==> config.mk <==
export PLATFORM = sky130hd
export DESIGN_NAME = prot_host
export DESIGN_NICKNAME = d
export VERILOG_FILES = /design/src/inc/prot_pkg.sv /design/src/verilog/prot_host.sv /design/src/verilog/pulse_timer.sv
export SDC_FILE = /design/constraint.sdc
export NUM_CORES = 1
export LEC_CHECK = 0
export BUFFER_PORTS_ARGS = -buffer_cell sky130_fd_sc_hd__buf_2
export CORE_ASPECT_RATIO = 0.7
export CORE_MARGIN = 2
export CORE_UTILIZATION = 30
export DETAILED_ROUTE_END_ITERATION = 10
export GPL_ROUTABILITY_DRIVEN = 0
export PLACE_DENSITY = 0.5
export SLEW_MARGIN = 20
export SYNTH_ARGS = -nofsm -noshare
export SYNTH_HDL_FRONTEND = slang
export SYNTH_SLANG_ARGS = --single-unit
==> constraint.sdc <==
create_clock -name CLOCK -period 8.9 [get_ports CLOCK]
set_input_delay 0 -clock CLOCK [delete_from_list [all_inputs] [get_ports CLOCK]]
set_output_delay 0 -clock CLOCK [all_outputs]
set_load 0.05 [all_outputs]
==> src/inc/prot_pkg.sv <==
/*
 Package for the host-side sector protection sequencer: pin carriers,
 command codes, address bit positions and timing constants.
 Assumes a 100 MHz clock and a flash with eight sectors, byte-wide data.
*/
package prot_pkg;
	localparam int  CLK_MHZ        = 100;
	localparam int  ADDR_W         = 19;
	// pulse widths as printed
	localparam int  PROT_PULSE_US  = 100;
	localparam int  UNPROT_PULSE_MS = 10;
	localparam int  SETUP_NS       = 200;
	localparam int  PROT_PULSE_CYC = PROT_PULSE_US * CLK_MHZ;
	localparam int  UNPROT_PULSE_CYC = UNPROT_PULSE_MS * 1000 * CLK_MHZ;
	localparam int  SETUP_CYC      = (SETUP_NS * CLK_MHZ + 999) / 1000;
	// address bit positions
	localparam int  BIT_A0         = 0;
	localparam int  BIT_A1         = 1;
	localparam int  BIT_A6         = 6;
	localparam int  BIT_A12        = 12;
	localparam int  BIT_A16        = 16;
	localparam int  SECT_LSB       = 16;
	localparam logic [7:0] VERIFY_PROT = 8'h01;

	typedef enum logic [1:0] {
		CMD_PROTECT,
		CMD_UNPROTECT,
		CMD_VERIFY_P,
		CMD_VERIFY_U
	} prot_cmd_e;

	// pins toward the flash; high-voltage selects are separate enables
	typedef struct packed {
		logic [ADDR_W-1:0] addr;
		logic              ce_n;
		logic              oe_n;
		logic              we_n;
		logic              hv_addr;
		logic              hv_oe;
		logic              hv_ce;
	} flash_pins_s;
endpackage : prot_pkg

==> src/verilog/prot_host.sv <==
/*
 Host sequencer that protects, unprotects and verifies flash sectors
 through the high-voltage select pins and control strobes.
 Assumes an external driver turns the hv_* enables into the elevated
 select level and that the data lines are sampled asynchronously.
*/
// Operation
// - protect: we high, ce low, elevate
// - other address and data held stable
// - protect write strobe low 100 us
// - protect all sectors before unprotect
// - unprotect: elevate oe, ce, set bits
// - unprotect write strobe low 10 ms
`timescale 1ns/10ps
`default_nettype none
module prot_host #(
	parameter int PROT_CYC   = prot_pkg::PROT_PULSE_CYC,
	parameter int UNPROT_CYC = prot_pkg::UNPROT_PULSE_CYC
) (
	input  wire logic                   CLOCK,
	input  wire logic                   RST_N,
	input  wire logic                   CMD_VALID,
	output logic                        CMD_READY,
	input  wire prot_pkg::prot_cmd_e    CMD_OP,
	input  wire logic [2:0]             CMD_SECTOR,
	output logic                        DONE,
	output logic                        PROTECTED,
	output prot_pkg::flash_pins_s       PINS,
	input  wire logic [7:0]             DATA_IN,
	output logic [7:0]                  DATA_OUT,
	output logic                        DATA_OE_N
);
	localparam int TW = 32;

	typedef enum {
		ST_IDLE,
		ST_SETUP,
		ST_PULSE,
		ST_RECOVER,
		ST_READ
	} state_e;

	state_e              state_ff;
	prot_pkg::prot_cmd_e op_ff;
	logic [2:0]          sect_ff;
	logic [7:0]          data_m_ff;
	logic [7:0]          data_s_ff;
	logic                tload;
	logic [TW-1:0]       tval;
	logic                tdone;
	logic                is_write;
	logic [7:0]          armed_ff;
	logic                skip;

	pulse_timer #(.W(TW)) u_timer (
		.clk   (CLOCK),
		.rst_n (RST_N),
		.load  (tload),
		.value (tval),
		.done  (tdone)
	);

	// two-stage synchroniser on the data lines
	always_ff @(posedge CLOCK or negedge RST_N) begin
		if (!RST_N) begin
			data_m_ff <= 8'h00;
			data_s_ff <= 8'h00;
		end else begin
			data_m_ff <= DATA_IN;
			data_s_ff <= data_m_ff;
		end
	end

	assign is_write = (op_ff == prot_pkg::CMD_PROTECT) ||
	                  (op_ff == prot_pkg::CMD_UNPROTECT);

	always_ff @(posedge CLOCK or negedge RST_N) begin
		if (!RST_N) begin
			armed_ff <= '0;
		end else if (state_ff == ST_PULSE && tdone) begin
			if (op_ff == prot_pkg::CMD_PROTECT)
				armed_ff[sect_ff] <= 1'b1;
			else if (op_ff == prot_pkg::CMD_UNPROTECT)
				armed_ff <= '0;
		end
	end

	// an early unprotect runs setup and recovery but never strobes
	assign skip = (op_ff == prot_pkg::CMD_UNPROTECT) && !(&armed_ff);

	function automatic logic [TW-1:0] pulse_len(prot_pkg::prot_cmd_e o);
		logic [TW-1:0] r;
		r = TW'(prot_pkg::SETUP_CYC);
		if (o == prot_pkg::CMD_PROTECT)
			r = TW'(PROT_CYC);
		else if (o == prot_pkg::CMD_UNPROTECT)
			r = TW'(UNPROT_CYC);
		return r;
	endfunction : pulse_len

	always_comb begin
		tload = 1'b0;
		tval  = TW'(prot_pkg::SETUP_CYC);
		case (state_ff)
		ST_IDLE: begin
			tload = CMD_VALID;
		end
		ST_SETUP: begin
			tload = tdone;
			tval  = skip ? TW'(prot_pkg::SETUP_CYC) : pulse_len(op_ff);
		end
		ST_PULSE: begin
			tload = tdone;
		end
		default: begin
			tload = 1'b0;
		end
		endcase
	end

	// sequencing: setup, then strobe and recovery, or read window and one read cycle
	always_ff @(posedge CLOCK or negedge RST_N) begin
		if (!RST_N) begin
			state_ff <= ST_IDLE;
			op_ff    <= prot_pkg::CMD_VERIFY_P;
			sect_ff  <= 3'h0;
		end else begin
			case (state_ff)
			ST_IDLE: begin
				if (CMD_VALID) begin
					op_ff    <= CMD_OP;
					sect_ff  <= CMD_SECTOR;
					state_ff <= ST_SETUP;
				end
			end
			ST_SETUP: begin
				if (tdone)
					state_ff <= skip ? ST_RECOVER : ST_PULSE;
			end
			ST_PULSE: begin
				if (tdone)
					state_ff <= is_write ? ST_RECOVER : ST_READ;
			end
			ST_RECOVER: begin
				if (tdone)
					state_ff <= ST_IDLE;
			end
			ST_READ: begin
				state_ff <= ST_IDLE;
			end
			default: begin
				state_ff <= ST_IDLE;
			end
			endcase
		end
	end

	// pin drive; address and data held for the whole operation
	always_ff @(posedge CLOCK or negedge RST_N) begin
		if (!RST_N) begin
			PINS <= '{addr: '0, ce_n: 1'b1, oe_n: 1'b1, we_n: 1'b1,
			          hv_addr: 1'b0, hv_oe: 1'b0, hv_ce: 1'b0};
		end else if (state_ff == ST_IDLE && CMD_VALID) begin
			PINS      <= '{addr: '0, ce_n: 1'b0, oe_n: 1'b1, we_n: 1'b1,
			               hv_addr: 1'b1, hv_oe: 1'b0, hv_ce: 1'b0};
			PINS.addr[prot_pkg::SECT_LSB +: 3] <= CMD_SECTOR;
			case (CMD_OP)
			prot_pkg::CMD_PROTECT: begin
				PINS.hv_oe <= 1'b1;
			end
			prot_pkg::CMD_UNPROTECT: begin
				PINS.hv_oe                  <= 1'b1;
				PINS.hv_ce                  <= 1'b1;
				PINS.ce_n                   <= 1'b1;
				PINS.addr[prot_pkg::BIT_A6]  <= 1'b1;
				PINS.addr[prot_pkg::BIT_A12] <= 1'b1;
				PINS.addr[prot_pkg::BIT_A16] <= 1'b1;
			end
			prot_pkg::CMD_VERIFY_P: begin
				PINS.addr[prot_pkg::BIT_A1] <= 1'b1;
			end
			default: begin
				PINS.addr[prot_pkg::BIT_A1] <= 1'b1;
				PINS.addr[prot_pkg::BIT_A6] <= 1'b1;
			end
			endcase
		end else if (state_ff == ST_SETUP && tdone && !skip) begin
			if (is_write)
				PINS.we_n <= 1'b0;
			else
				PINS.oe_n <= 1'b0;
		end else if (state_ff == ST_PULSE && tdone) begin
			PINS.we_n <= 1'b1;
			PINS.oe_n <= 1'b1;
		end else if (state_ff == ST_RECOVER && tdone ||
		             state_ff == ST_READ) begin
			PINS.ce_n    <= 1'b1;
			PINS.hv_addr <= 1'b0;
			PINS.hv_oe   <= 1'b0;
			PINS.hv_ce   <= 1'b0;
		end
	end

	always_ff @(posedge CLOCK or negedge RST_N) begin
		if (!RST_N) begin
			DATA_OUT  <= 8'h00;
			DATA_OE_N <= 1'b1;
		end else begin
			DATA_OUT  <= 8'h00;
			DATA_OE_N <= !(state_ff != ST_IDLE && is_write);
		end
	end

	// result; read sampled late so the synchroniser has settled
	always_ff @(posedge CLOCK or negedge RST_N) begin
		if (!RST_N) begin
			DONE      <= 1'b0;
			PROTECTED <= 1'b0;
		end else begin
			DONE <= (state_ff == ST_RECOVER && tdone) ||
			        (state_ff == ST_READ);
			if (state_ff == ST_READ)
				PROTECTED <= (data_s_ff == prot_pkg::VERIFY_PROT);
		end
	end

	assign CMD_READY = (state_ff == ST_IDLE);
endmodule : prot_host
`default_nettype wire

==> src/verilog/pulse_timer.sv <==
/*
 Down-counter that measures one timed phase of the sequencer.
 Assumes a single clock; load and count come from the same domain.
*/
`timescale 1ns/10ps
`default_nettype none
module pulse_timer #(
	parameter int W = 24
) (
	input  wire logic         clk,
	input  wire logic         rst_n,
	input  wire logic         load,
	input  wire logic [W-1:0] value,
	output logic              done
);
	logic [W-1:0] cnt_ff;

	always_ff @(posedge clk or negedge rst_n) begin
		if (!rst_n) begin
			cnt_ff <= '0;
		end else if (load) begin
			// one less, so a phase lasts exactly value cycles
			cnt_ff <= value - W'(1);
		end else if (cnt_ff != '0) begin
			cnt_ff <= cnt_ff - W'(1);
		end
	end

	// no load term: the sequencer loads on done, which would loop
	assign done = (cnt_ff == '0);
endmodule : pulse_timer
`default_nettype wire

==> results by group, run 1 <==
Placed design
  – Dpl hpwl: roughly 5600 µm
  – Placed cell areas: slightly below 4000 µm²
  – Post-Place Worst Slack: approximately 4.4 ns
  – Number of port buffers: 31
  – DP Cell Count: around 540

STA
  – Worst-margin pin slew: about 0.96 ns
  – Final Hold Vio Count: 0
  – Achievable frequency: about 230 MHz
  – Period minus WS final: approximately 4.4 ns
  – Unrepaired setup endpoints after global routing: false
  – Post-Route Setup TNS: 0 ns
  – Final Cycle Share: between 40% and 50%
  – Final setup viols: 0
  – Slew Limit Fails: 0
  – Slew HR: 35.86%
  – Final WS setup: between 4 and 5 ns
  – Setup Skew: roughly 0.0070 ns

Setup path
  – Slowest stage delay, CP: between 0.7 and 0.8 ns
  – CP endpoint kind: register
  – Critical Path Fanout Max: 22
  – CP arrival: between 4 and 5 ns
  – Crit path launch type: register
  – Worst EP required: about 9.2 ns
  – Critical path class: register to register
  – Slowest stage cell, crit path: nor4_1
  – Cell Chain, Critical Path: nor4_1 > nand4b_1 > nor3_2 > buf_4 > a21oi_2 > nand2_1 > ha_1 > nand3_1 > or4bb_1 > mux2i_4 > or4b_1 > o21ai_0

Yosys
  – Synth warn: 0
  – Post-synth ARST share: between 90% and 100%
  – Synthesized instance count: 365
  – #FFs+latches synth: 77
  – Unique masters post-synth: 54
  – EDFF count, synth: 0
  – Syn avg cell area: approximately 10 µm²
  – Primary FF master, synth: dfrtp_1
  – Synthesized area: ~3600 µm²
  – Sequential fraction of the synthesis area: between 50% and 60%

Global routing
  – Initial antenna violation count: 0
  – First-pass GRT wire length: about 13000 µm
  – GRT overflow: 0
  – Total GRT Usage: a little over an eighth
  – Vias in the first global route: 2493
  – Largest net degree at the start of global routing: 78

Floorplanning
  – Core ar.: roughly 12000 µm²
  – Die X: around 140 µm
  – Starting Density: around 31%
  – Die span in y: about 96 µm
  – Rows: 33
  – Die Area: 13040 µm²
  – IO Count: 53

Route
  – Drt via density: 4.659
  – # DRC: 0
  – DRT iter0 DRCs: between 200 and 250
  – Antenna viol nets, final: 0
  – Drt first pass iters: 4
  – Vias after detailed routing: ~2.7k
  – WL final: a little over 8000 µm
  – WL/cell: about 14 µm

Min path
  – HP Class: input pin to register

Outcome
  – Outcome: complete, no violations

Clock tree
  – H-tree depth: 3
  – Clock Path Buffers: 2
  – Worst skew pair latency: roughly 0.34 ns
  – Clock sinks: between 70 and 80
  – Clock transition at path regs: roughly 0.07 ns
  – Clock tree from TritonCTS: built
  – Post-cts sizing count: 0
  – CTS root buf: clkbuf_16
  – Cts bufs inserted: 9

Power
  – VDD IR-drop max: around 0.12 mV
  – Comb pwr share: about a quarter
  – Switching share of total power: 36.05%
  – Reg power frac: a little over two fifths
  – Clock share of power: roughly a third
  – Sw Pwr: 407.5 µW
  – Pwr/cell area: about 260 nW/µm²
  – Pint: between 700 and 800 µW
  – Leakage: between 0.0015 and 0.002 µW

Job
  – Max_cap viols: 0

Finish
  – Post-route cell area: between 4000 and 5000 µm²
  – Layout area overhead: 18.51%
  – Post-route insts no fill: ~570
  – Final #Nets: ~420
  – Diode count: 0
  – Leading cell type in the layout, fill and taps excluded: dfrtp_1
  – Fill cells: ~1.2k
  – Share of cells above drive strength 1: 16.26%
  – Commonest cells after routing, fill and taps aside: dfrtp_1 (72), nand2_1 (44), nor2_1 (37)
## power groups by stage
| stage | logic, µW | clock network (µW) | registers (µW) |
|---|---|---|---|
| floorplan | 203 | 0 | 494 |
| global placement | 278 | 0 | 487 |
| detailed placement | 276 | 0 | 487 |
| CTS | 283 | 374 | 482 |
| global route | 314 | 389 | 493 |
| finish | 283 | 363 | 484 |
## worst max-delay path, delay by kind of cell, from the launching register on
kind,cells,cell delay [ns]
simple gates,7,2.70
compound gates,2,0.33
buf+inv,1,0.28
mux,1,0.22
fa+ha+maj,1,0.32
flops,1,0.42
## routing by layer
| metal | wire length, µm | share of wire, % | global-route usage (%) | vias up |
|---|---|---|---|---|
| li1 | - | - | - | 1315 |
| met5 | 0 | 0 | 0 | - |
| met3 | 374 | 4.6 | 3.370 | 7 |
| met2 | 3130 | 39 | 17.72 | 61 |
| met1 | 4498 | 56 | 20.62 | 1268 |
| met4 | 48 | 0.60 | 3.385 | 0 |
## state kept, by name, summed over array words and instances, names as in the netlist
register / flops
u_timer.cnt_ff: 32
DATA_OE_N: 1
sect_ff: 3
DONE: 1
armed_ff: 8
state_ff: 3
PINS: 10
data_s_ff: 8
data_m_ff: 8
PROTECTED: 1
op_ff: 2
## what timing repair did
item | 4_1_cts | 5_1_grt
setup buffers | 0 | 0
hold buffers | 14 | 0
endpoints found under the hold margin | 90 | 0
## worst paths after layout
path                                               start                              to  slack (ns)  depth (start not counted)
max                        u_timer.cnt_ff[6]$_DFFE_PN0P_  u_timer.cnt_ff[30]$_DFFE_PN0P_        4.54                         12
min                                            CMD_VALID             PINS[5]$_DFFE_PN1P_        0.18                          4
max reg2reg                u_timer.cnt_ff[6]$_DFFE_PN0P_  u_timer.cnt_ff[30]$_DFFE_PN0P_        4.54                         12
min reg2reg                       data_m_ff[7]$_DFF_PN0_          data_s_ff[7]$_DFF_PN0_        0.35                          0
max in group asynchronous                          RST_N          data_s_ff[6]$_DFF_PN0_        7.92                          2
min in group asynchronous                          RST_N  u_timer.cnt_ff[20]$_DFFE_PN0P_        0.37                          2
## metrics by stage
stage / total power, µW / hold WS, ns / utilization (%)
finish: 1130 / 0.1770 / 36.63
global route: 1196 / 0.2271 / 36.63
CTS: 1139 / 0.1758 / 36.60
detailed placement: 763.3 / 0.1093 / 32.89
global placement: 764.3 / 0.1077 / 32.89
floorplan: 697.2 / -0.2956 / -
## synthesized netlist by cell type, types with 3 or more instances
cell | count | share of area, %
nand2b_1 | 4 | 0.69
nand3_1 | 9 | 1.2
mux2i_1 | 3 | 0.83
nor4_1 | 10 | 1.7
nor2_1 | 37 | 3.8
dfrtp_1 | 72 | 50
xnor2_1 | 13 | 3.1
dfstp_2 | 5 | 3.6
a41oi_1 | 6 | 1.4
a21oi_1 | 11 | 1.5
nor2b_1 | 6 | 1.0
nand4_1 | 5 | 0.86
buf_4 | 23 | 4.7
nand2_1 | 44 | 4.5
o21ai_0 | 23 | 3.2
or3_1 | 7 | 1.2
inv_1 | 6 | 0.62
xor2_1 | 10 | 2.4
nand4b_1 | 3 | 0.72
clkbuf_1 | 13 | 1.3
nor3_1 | 14 | 1.9
## final cells by class
type / count / area [µm²] / share of cell area [%]
Multi-Input combinational cell: 264 / 1534 / 35.59
Tap cell: 157 / 196.4 / 4.557
Sequential cell: 77 / 1933 / 44.85
Clock buffer: 9 / 225.2 / 5.225
Inverter: 6 / 22.52 / 0.5225
Clock inverter: 7 / 71.32 / 1.655
Timing Repair Buffer: 49 / 327.8 / 7.605
## cell families after synthesis
kind of cell | share of synthesized area (%)
and+or+nand+nor | 22.67
xor gates and xnor gates | 5.538
adders and majority gates | 0.3439
other | 0.1031
buffers and inverters | 7.155
DFF | 53.15
AOI/OAI and AO/OA | 9.598
muxes | 1.445
No activity file was read; power rests on OpenSTA's default activity.
==> run 2: changes to the inputs <==
--- a/config.mk
+++ b/config.mk
@@ -5,13 +5,14 @@
 export SDC_FILE = /design/constraint.sdc
 export NUM_CORES = 1
 export LEC_CHECK = 0
+export ABC_AREA = 1
 export BUFFER_PORTS_ARGS = -buffer_cell sky130_fd_sc_hd__buf_2
 export CORE_ASPECT_RATIO = 0.7
 export CORE_MARGIN = 2
 export CORE_UTILIZATION = 30
 export DETAILED_ROUTE_END_ITERATION = 10
 export GPL_ROUTABILITY_DRIVEN = 0
-export PLACE_DENSITY = 0.5
+export PLACE_DENSITY = 0.51
 export SLEW_MARGIN = 20
 export SYNTH_ARGS = -nofsm -noshare
 export SYNTH_HDL_FRONTEND = slang
==> constraint.sdc (replaced) <==
create_clock -name CLOCK -period 3.6 [get_ports CLOCK]
set_input_delay 0 -clock CLOCK [delete_from_list [all_inputs] [get_ports CLOCK]]
set_output_delay 0 -clock CLOCK [all_outputs]
set_load 0.05 [all_outputs]
==> run 2 against run 1 <==
Compared with the run above:
- combinational power decreased by 69%
- critical path depth increased by 4
- die area increased by 21%
- worst setup slack got worse by 3.7 ns
- global-route usage increased by 1.8 points
- core utilization decreased by 1.3 points
- non-clock buffer count increased by 1
==> results by group, run 2 <==
Route
  – # DRC: 0 (unchanged)
  – WL final: 11010 µm (+37%)
  – WL/cell: 13.64 µm (-3.6%)
  – Vias after detailed routing: 3707 (+40%)
  – Drt via density: 4.594 (-1.4%)
  – Drt first pass iters: 5 (+1)
  – DRT iter0 DRCs: 334 (+55%)
  – Antenna viol nets, final: 0 (unchanged)

Power
  – Leakage: 0.002498 µW (+28%)
  – VDD IR-drop max: 0.1679 mV (+41%)
  – Pint: 1436 µW (+99%)
  – Switching share of total power: 23.62% (-12 points)
  – Clock share of power: 48.6% (+16 points)
  – Pwr/cell area: 364.6 nW/µm² (+39%)
  – Reg power frac: 46.6% (+3.8 points)
  – Sw Pwr: 444.2 µW (+9.0%)
  – Comb pwr share: 4.7% (-20 points)

Yosys
  – Top cells by count, synth: nand2_1 (116), dfrtp_1 (72), inv_1 (69), nor2_1 (69), nand3_1 (36)
  – Unique masters post-synth: 43 (-20%)
  – Post-synth ARST share: 100.0% (unchanged)
  – Top-count cell post-synth: nand2_1
  – #FFs+latches synth: 77 (unchanged)
  – Synth warn: 0 (unchanged)
  – EDFF count, synth: 0 (unchanged)
  – Largest area contributor in the netlist: dfrtp_1
  – Sequential fraction of the synthesis area: 43.58% (-9.6 points)
  – Top post-synthesis cells by area: dfrtp_1 (41%), nand2_1 (9.8%), inv_1 (5.8%)
  – Synthesized instance count: 559 (+53%)
  – Syn avg cell area: 7.935 µm² (-20%)
  – Synth top area share: 40.62% (-8.9 points)
  – Synthesized area: 4436 µm² (+22%)
  – Primary FF master, synth: dfrtp_1

Finish
  – Largest registers: u_timer.cnt_ff x32, PINS x10
  – Max reg flops: 32 (unchanged)
  – Layout area overhead: 16.28%
  – Diode count: 0 (unchanged)
  – Final #Nets: 624 (+47%)
  – Commonest cells after routing, fill and taps aside: nand2_1 (116), dfrtp_1 (72), nor2_1 (69), inv_1 (69), nand3_1 (36)
  – Share of cells above drive strength 1: 21.08% (+4.8 points)
  – Reg with most FFs: u_timer.cnt_ff
  – Final core occ: 35.37% (-1.3 points)
  – Leading cell type in the layout, fill and taps excluded: nand2_1

Setup path
  – Reg2reg path depth: 16 (+4)
  – CP endpoint kind: register
  – Worst EP required: 3.82 ns (-5.34 ns)
  – Critical Path Fanout Max: 30 (+36%)
  – Crit path launch type: register
  – Critical path class: register to register
  – CP arrival: 3.01 ns (-1.61 ns)

Placed design
  – Dpl hpwl: 8387 µm (+49%)
  – Number of port buffers: 31 (unchanged)

STA
  – Post-Route Setup TNS: 0 ns (unchanged)
  – Hold_ws: 0.07256 ns (-0.1045 ns)
  – Setup Skew: 0.008520 ns (+0.001531 ns)
  – Unrepaired setup endpoints after global routing: false
  – Slew HR: 48.58% (+13 points)
  – Slew Limit Fails: 0 (unchanged)
  – Final Cycle Share: 77.33% (+28 points)
  – Final setup viols: 0 (unchanged)
  – Worst-margin pin slew: 0.7613 ns (-0.2008 ns)
  – Achievable frequency: 359.2 MHz (+57%)
  – Final Hold Vio Count: 0 (unchanged)
  – Period minus WS final: 2.784 ns (-1.575 ns)

Outcome
  – Outcome: complete, no violations

Global routing
  – GRT overflow: 0 (unchanged)
  – First-pass GRT wire length: 18590 µm (+40%)
  – Largest net degree at the start of global routing: 78 (unchanged)
  – Initial antenna violation count: 0 (unchanged)
  – Total GRT Usage: 14.96% (+1.8 points)
  – Vias in the first global route: 3596 (+44%)

Floorplanning
  – Rows: 37 (+12%)
  – IO Count: 53 (unchanged)
  – Die Area: 15790 µm² (+21%)
  – Starting Density: 30.42% (-0.49 points)
  – Core ar.: 14580 µm² (+24%)
  – Die span in y: 105.7 µm (+10%)
  – Die X: 149.3 µm (+10%)

Clock tree
  – CTS root buf: clkbuf_16
  – Cts bufs inserted: 9 (unchanged)
  – Clock transition at path regs: 0.06 ns (about the same)
  – Clock Path Buffers: 2 (unchanged)
  – H-tree depth: 3 (unchanged)
  – Clock sinks: 77 (unchanged)
  – Worst skew pair latency: 0.33 ns (about the same)
  – Post-cts sizing count: 0 (unchanged)
  – Clock tree from TritonCTS: built

Job
  – Max_cap viols: 0 (unchanged)

Min path
  – HP Class: input pin to register
  – Hold Path Stages: 4 (unchanged)
[run 2: cell count changes in the layout (fill, tap and decap cells not counted), moves of 8 or more]
cell | previous run | this run
nor2_4 | 0 | 10
xnor2_1 | 13 | 0
nand3_2 | 0 | 15
xor2_1 | 10 | 1
nand2_1 | 44 | 116
nor4_1 | 10 | 1
inv_2 | 0 | 8
inv_1 | 6 | 69
nor2_1 | 37 | 69
nand4_1 | 5 | 15
nor2_2 | 0 | 13
a21oi_1 | 10 | 21
nand2_2 | 0 | 13
nand3_1 | 9 | 36
[run 2: cell families after synthesis]
logic type,Yosys count,share of synthesized area [%]
AOI/OAI and AO/OA,56,6.855
adders and majority gates,1,0.2820
and+or+nand+nor,311,36.64
DFF,77,43.58
other,1,0.08455
buffers and inverters,112,12.36
xor gates and xnor gates,1,0.1975
[run 2: worst max-delay path: stages, from the launching register on]
cell and delay, ns:
dfrtp_1 0.44, nor2_1 0.10, inv_2 0.09, nor2_4 0.04
nand2_2 0.06, buf_4 0.37, nand2_4 0.21, nand2_1 0.35
nand2_1 0.18, nor2_2 0.14, nand2_1 0.10, nor2_1 0.25
nand2_1 0.12, clkinv_1 0.07, nand2_1 0.04, nand2_1 0.06
nand2_1 0.04
[run 2: metrics by stage]
stage / cell area (µm²) / std cells / setup WS, ns / power (µW)
4_1_cts: 5130 / 806 / 0.8309 / 1905
2_1_floorplan: 4511 / 579 / 1.231 / 958.0
3_5_place_dp: 4691 / 776 / 0.8480 / 968.2
6_report: 5157 / 807 / 0.8161 / 1880
5_1_grt: 5157 / 807 / 0.5276 / 1952
3_3_place_gp: 4691 / 776 / 0.9071 / 967.3
[run 2: timing repair]
item	in CTS	in global routing
setup endpoints to repair	0	0
hold buffers	14	0
setup buffers	0	0
endpoints found under the hold margin	90	0
[run 2: final cells by class]
cell class,instances,area (µm²)
Clock inverter,6,70.07
Fill cell,1526,9425
Tap cell,195,244.0
Multi-Input combinational cell,390,2029
Sequential cell,77,1933
Inverter,79,296.5
Timing Repair Buffer,50,355.3
Clock buffer,10,229.0
[run 2: path summary, 6_finish.rpt]
kind / startpoint / to / slack (ns)
setup / recovery: state_ff[0]$_DFFE_PN0P_ / u_timer.cnt_ff[27]$_DFFE_PN0P_ / 0.82
max in group asynchronous: RST_N / DATA_OE_N$_DFF_PN1_ / 2.84
hold reg to reg: data_m_ff[3]$_DFF_PN0_ / data_s_ff[3]$_DFF_PN0_ / 0.35
setup reg to reg: state_ff[0]$_DFFE_PN0P_ / u_timer.cnt_ff[27]$_DFFE_PN0P_ / 0.82
hold / removal: CMD_VALID / state_ff[0]$_DFFE_PN0P_ / 0.07
min in group asynchronous: RST_N / u_timer.cnt_ff[6]$_DFFE_PN0P_ / 0.13
[run 2: power groups by stage]
stage / sequential (µW) / combinational, µW / clock (µW)
global placement: 893 / 74.5 / 0
floorplan: 892 / 65.8 / 0
CTS: 877 / 87.0 / 941
finish: 877 / 89.0 / 914
global route: 877 / 96.6 / 978
detailed placement: 893 / 75.2 / 0
[run 2: routing by layer]
layer	vias to the layer above	global-route usage, %	wire length (µm)
met2	109	19.88	4343
met1	1767	23.48	5826
li1	1822	-	-
met5	-	0	0
met4	0	4.286	108
met3	9	3.550	731
==> run 3: changes to the inputs <==
--- a/config.mk
+++ b/config.mk
@@ -5,14 +5,14 @@
 export SDC_FILE = /design/constraint.sdc
 export NUM_CORES = 1
 export LEC_CHECK = 0
-export ABC_AREA = 1
+export ABC_AREA = 0
 export BUFFER_PORTS_ARGS = -buffer_cell sky130_fd_sc_hd__buf_2
 export CORE_ASPECT_RATIO = 0.7
 export CORE_MARGIN = 2
 export CORE_UTILIZATION = 30
 export DETAILED_ROUTE_END_ITERATION = 10
 export GPL_ROUTABILITY_DRIVEN = 0
-export PLACE_DENSITY = 0.51
+export PLACE_DENSITY = 0.52
 export SLEW_MARGIN = 20
 export SYNTH_ARGS = -nofsm -noshare
 export SYNTH_HDL_FRONTEND = slang
==> constraint.sdc (replaced) <==
create_clock -name CLOCK -period 2.35 [get_ports CLOCK]
set_input_delay 0 -clock CLOCK [delete_from_list [all_inputs] [get_ports CLOCK]]
set_output_delay 0 -clock CLOCK [all_outputs]
set_load 0.05 [all_outputs]
==> run 3 against run 2 <==
Compared with the run above:
- the run now ends with negative setup slack left
- core utilization up 12 points
- routed wire length down 6.2%
- sequential share of layout area down 2.8 points
- clock skew down 0.0014 ns
- non-clock buffer count up 92
- register-to-register slack worse by 1.7 ns
- power rose to 2.7 times the previous value
- worst hold slack better by 0.046 ns
- fmax down 14%
- critical path type unchanged
- critical endpoint is now u_timer.cnt_ff[30]$_DFFE_PN0P_
==> results by group, run 3 (synthesis results as in run 1) <==
Finish
  – Commonest cells after routing, fill and taps aside: buf_4 (80), dfrtp_1 (72), nand2_1 (39)
  – Leading cell type in the layout, fill and taps excluded: buf_4
  – Final #Nets: 517 (-17%)
  – Layout area overhead: 53.42%
  – Reg with most FFs: u_timer.cnt_ff
  – Largest registers: u_timer.cnt_ff x32, PINS x10
  – Post-route insts no fill: 662 (-18%)
  – Post-route cell area: 5580 µm² (+8.2%)
  – Final core occ: 47.42% (+12 points)
  – Diode count: 0 (unchanged)
  – Max reg flops: 32 (unchanged)
  – Share of cells above drive strength 1: 43.17% (+22 points)
  – Fill cells: 1100 (-28%)

STA
  – Final Cycle Share: 138.2% (+61 points)
  – Setup Skew: 0.007160 ns (-0.001360 ns)
  – Hold_ws: 0.1189 ns (+0.04639 ns)
  – Final setup viols: 45 (+45)
  – Achievable frequency: 308.0 MHz (-14%)
  – Final WS setup: -0.8967 ns (-1.713 ns)
  – Unrepaired setup endpoints after global routing: true
  – Slew Limit Fails: 0 (unchanged)
  – Period minus WS final: 3.247 ns (+0.4628 ns)
  – Final Hold Vio Count: 0 (unchanged)
  – Post-Route Setup TNS: -13.08 ns (-13.08 ns)

Clock tree
  – Cts bufs inserted: 9 (unchanged)
  – CTS root buf: clkbuf_16
  – H-tree depth: 3 (unchanged)
  – Clock sinks: 77 (unchanged)
  – Clock tree from TritonCTS: built
  – Clock Path Buffers: 2 (unchanged)
  – Clock transition at path regs: 0.06 ns (about the same)
  – Worst skew pair latency: 0.35 ns (+0.02 ns)

Global routing
  – Total GRT Usage: 15.62% (+0.66 points)
  – First-pass GRT wire length: 15390 µm (-17%)
  – Largest net degree at the start of global routing: 78 (unchanged)
  – Initial antenna violation count: 0 (unchanged)
  – Vias in the first global route: 2986 (-17%)
  – GRT overflow: 0 (unchanged)

Min path
  – HP Class: input pin to async pin

Placed design
  – Number of port buffers: 31 (unchanged)
  – Dpl hpwl: 6567 µm (-22%)
  – Placed cell areas: 4502 µm² (-4.0%)
  – DP Cell Count: 612 (-21%)

Outcome
  – Violated checks: negative setup slack
  – Outcome: finished, violations left

Floorplanning
  – Starting Density: 30.91% (+0.49 points)
  – Die X: 135.6 µm (-9.2%)
  – IO Count: 53 (unchanged)
  – Die span in y: 96.13 µm (-9.1%)
  – Rows: 33 (-11%)
  – Die Area: 13040 µm² (-17%)
  – Core ar.: 11770 µm² (-19%)

Route
  – Vias after detailed routing: 3145 (-15%)
  – Drt first pass iters: 5 (unchanged)
  – DRT iter0 DRCs: 174 (-48%)
  – WL final: 10320 µm (-6.2%)
  – Drt via density: 4.751 (+3.4%)
  – Antenna viol nets, final: 0 (unchanged)
  – # DRC: 0 (unchanged)
  – WL/cell: 15.59 µm (+14%)

Power
  – Comb pwr share: 39.2% (+35 points)
  – Pwr/cell area: 914.1 nW/µm² (+150%)
  – Switching share of total power: 36.31% (+13 points)
  – Leakage: 0.002492 µW (-0.25%)
  – Pint: 3249 µW (+130%)
  – Sw Pwr: 1852 µW (+320%)
  – VDD IR-drop max: 0.4571 mV (+170%)
  – Reg power frac: 34.4% (-12 points)
  – Clock share of power: 26.5% (-22 points)

Job
  – Max_cap viols: 0 (unchanged)

Setup path
  – CP endpoint kind: register
  – CP arrival: 3.52 ns (+0.51 ns)
  – Worst EP required: 2.62 ns (-1.20 ns)
  – Crit path launch type: register
  – Critical path class: register to register
  – Critical Path Fanout Max: 3 (-90%)
## run 3: cell types whose count changed in the layout (fill, tap and decap cells not counted), moves of 12 or more
cell / previous run / this run
nor2_1: 69 / 30
a21oi_1: 21 / 3
buf_4: 5 / 80
nand3_1: 36 / 2
inv_1: 69 / 6
xnor2_1: 0 / 12
nand2_1: 116 / 39
## run 3: power groups by stage
stage	logic [µW]	registers, µW	clock network, µW
3_3_place_gp	1630	1750	0
6_report	2000	1750	1350
3_5_place_dp	1650	1760	0
5_1_grt	2160	1780	1440
2_1_floorplan	838	1890	0
4_1_cts	1730	1740	1390
## run 3: per-layer routing
metal	global-route usage (%)	vias to the layer above	part of all wire [%]
met5	0	-	0
met1	23.14	1564	50
met3	4.265	11	4.9
met2	21.76	63	44
met4	5.295	0	1.0
li1	-	1507	-
## run 3: what timing repair did
item                       in CTS  in global routing
hold endpoints to repair       91                  0
hold buffers                   14                  0
setup buffers                   6                 15
setup endpoints to repair      43                 49
gates cloned                    1                  2
gates resized for setup        26                 72
pin swaps                       8                 22
## run 3: final timing paths
| check | startpoint | end | slack, ns | depth (start not counted) |
|---|---|---|---|---|
| max in group asynchronous | RST_N | op_ff[1]$_DFFE_PN1P_ | 1.61 | 3 |
| min | RST_N | u_timer.cnt_ff[17]$_DFFE_PN0P_ | 0.12 | 2 |
| max | u_timer.cnt_ff[16]$_DFFE_PN0P_ | u_timer.cnt_ff[30]$_DFFE_PN0P_ | -0.90 | 11 |
| min reg2reg | data_m_ff[6]$_DFF_PN0_ | data_s_ff[6]$_DFF_PN0_ | 0.35 | 0 |
| min in group CLOCK | CMD_VALID | PINS[5]$_DFFE_PN1P_ | 0.14 | 4 |
| max reg2reg | u_timer.cnt_ff[16]$_DFFE_PN0P_ | u_timer.cnt_ff[30]$_DFFE_PN0P_ | -0.90 | 11 |
## run 3: final cells by class
type / instances / area, µm² / share of cell area (%)
Clock inverter: 7 / 65.06 / 1.166
Clock buffer: 9 / 225.2 / 4.036
Timing Repair Buffer: 142 / 1167 / 20.92
Inverter: 6 / 22.52 / 0.4036
Tap cell: 157 / 196.4 / 3.520
Sequential cell: 77 / 1933 / 34.64
Multi-Input combinational cell: 264 / 1971 / 35.31
## run 3: stage by stage
step,total power [µW],setup WS [ns]
floorplan,2731,-1.341
global placement,3377,-0.9368
detailed placement,3409,-0.9640
CTS,4859,-0.8725
global route,5375,-1.014
finish,5101,-0.8967
## run 3: worst max-delay path: stages (launching register included)
cell     delay (ns)
dfrtp_1        0.40
or4_4          0.52
or4_4          0.46
nor3_4         0.19
a21oi_4        0.11
nand2_4        0.10
ha_4           0.13
nand3_2        0.06
or4bb_1        0.53
mux2i_4        0.16
or4b_1         0.44
o21ai_1        0.08
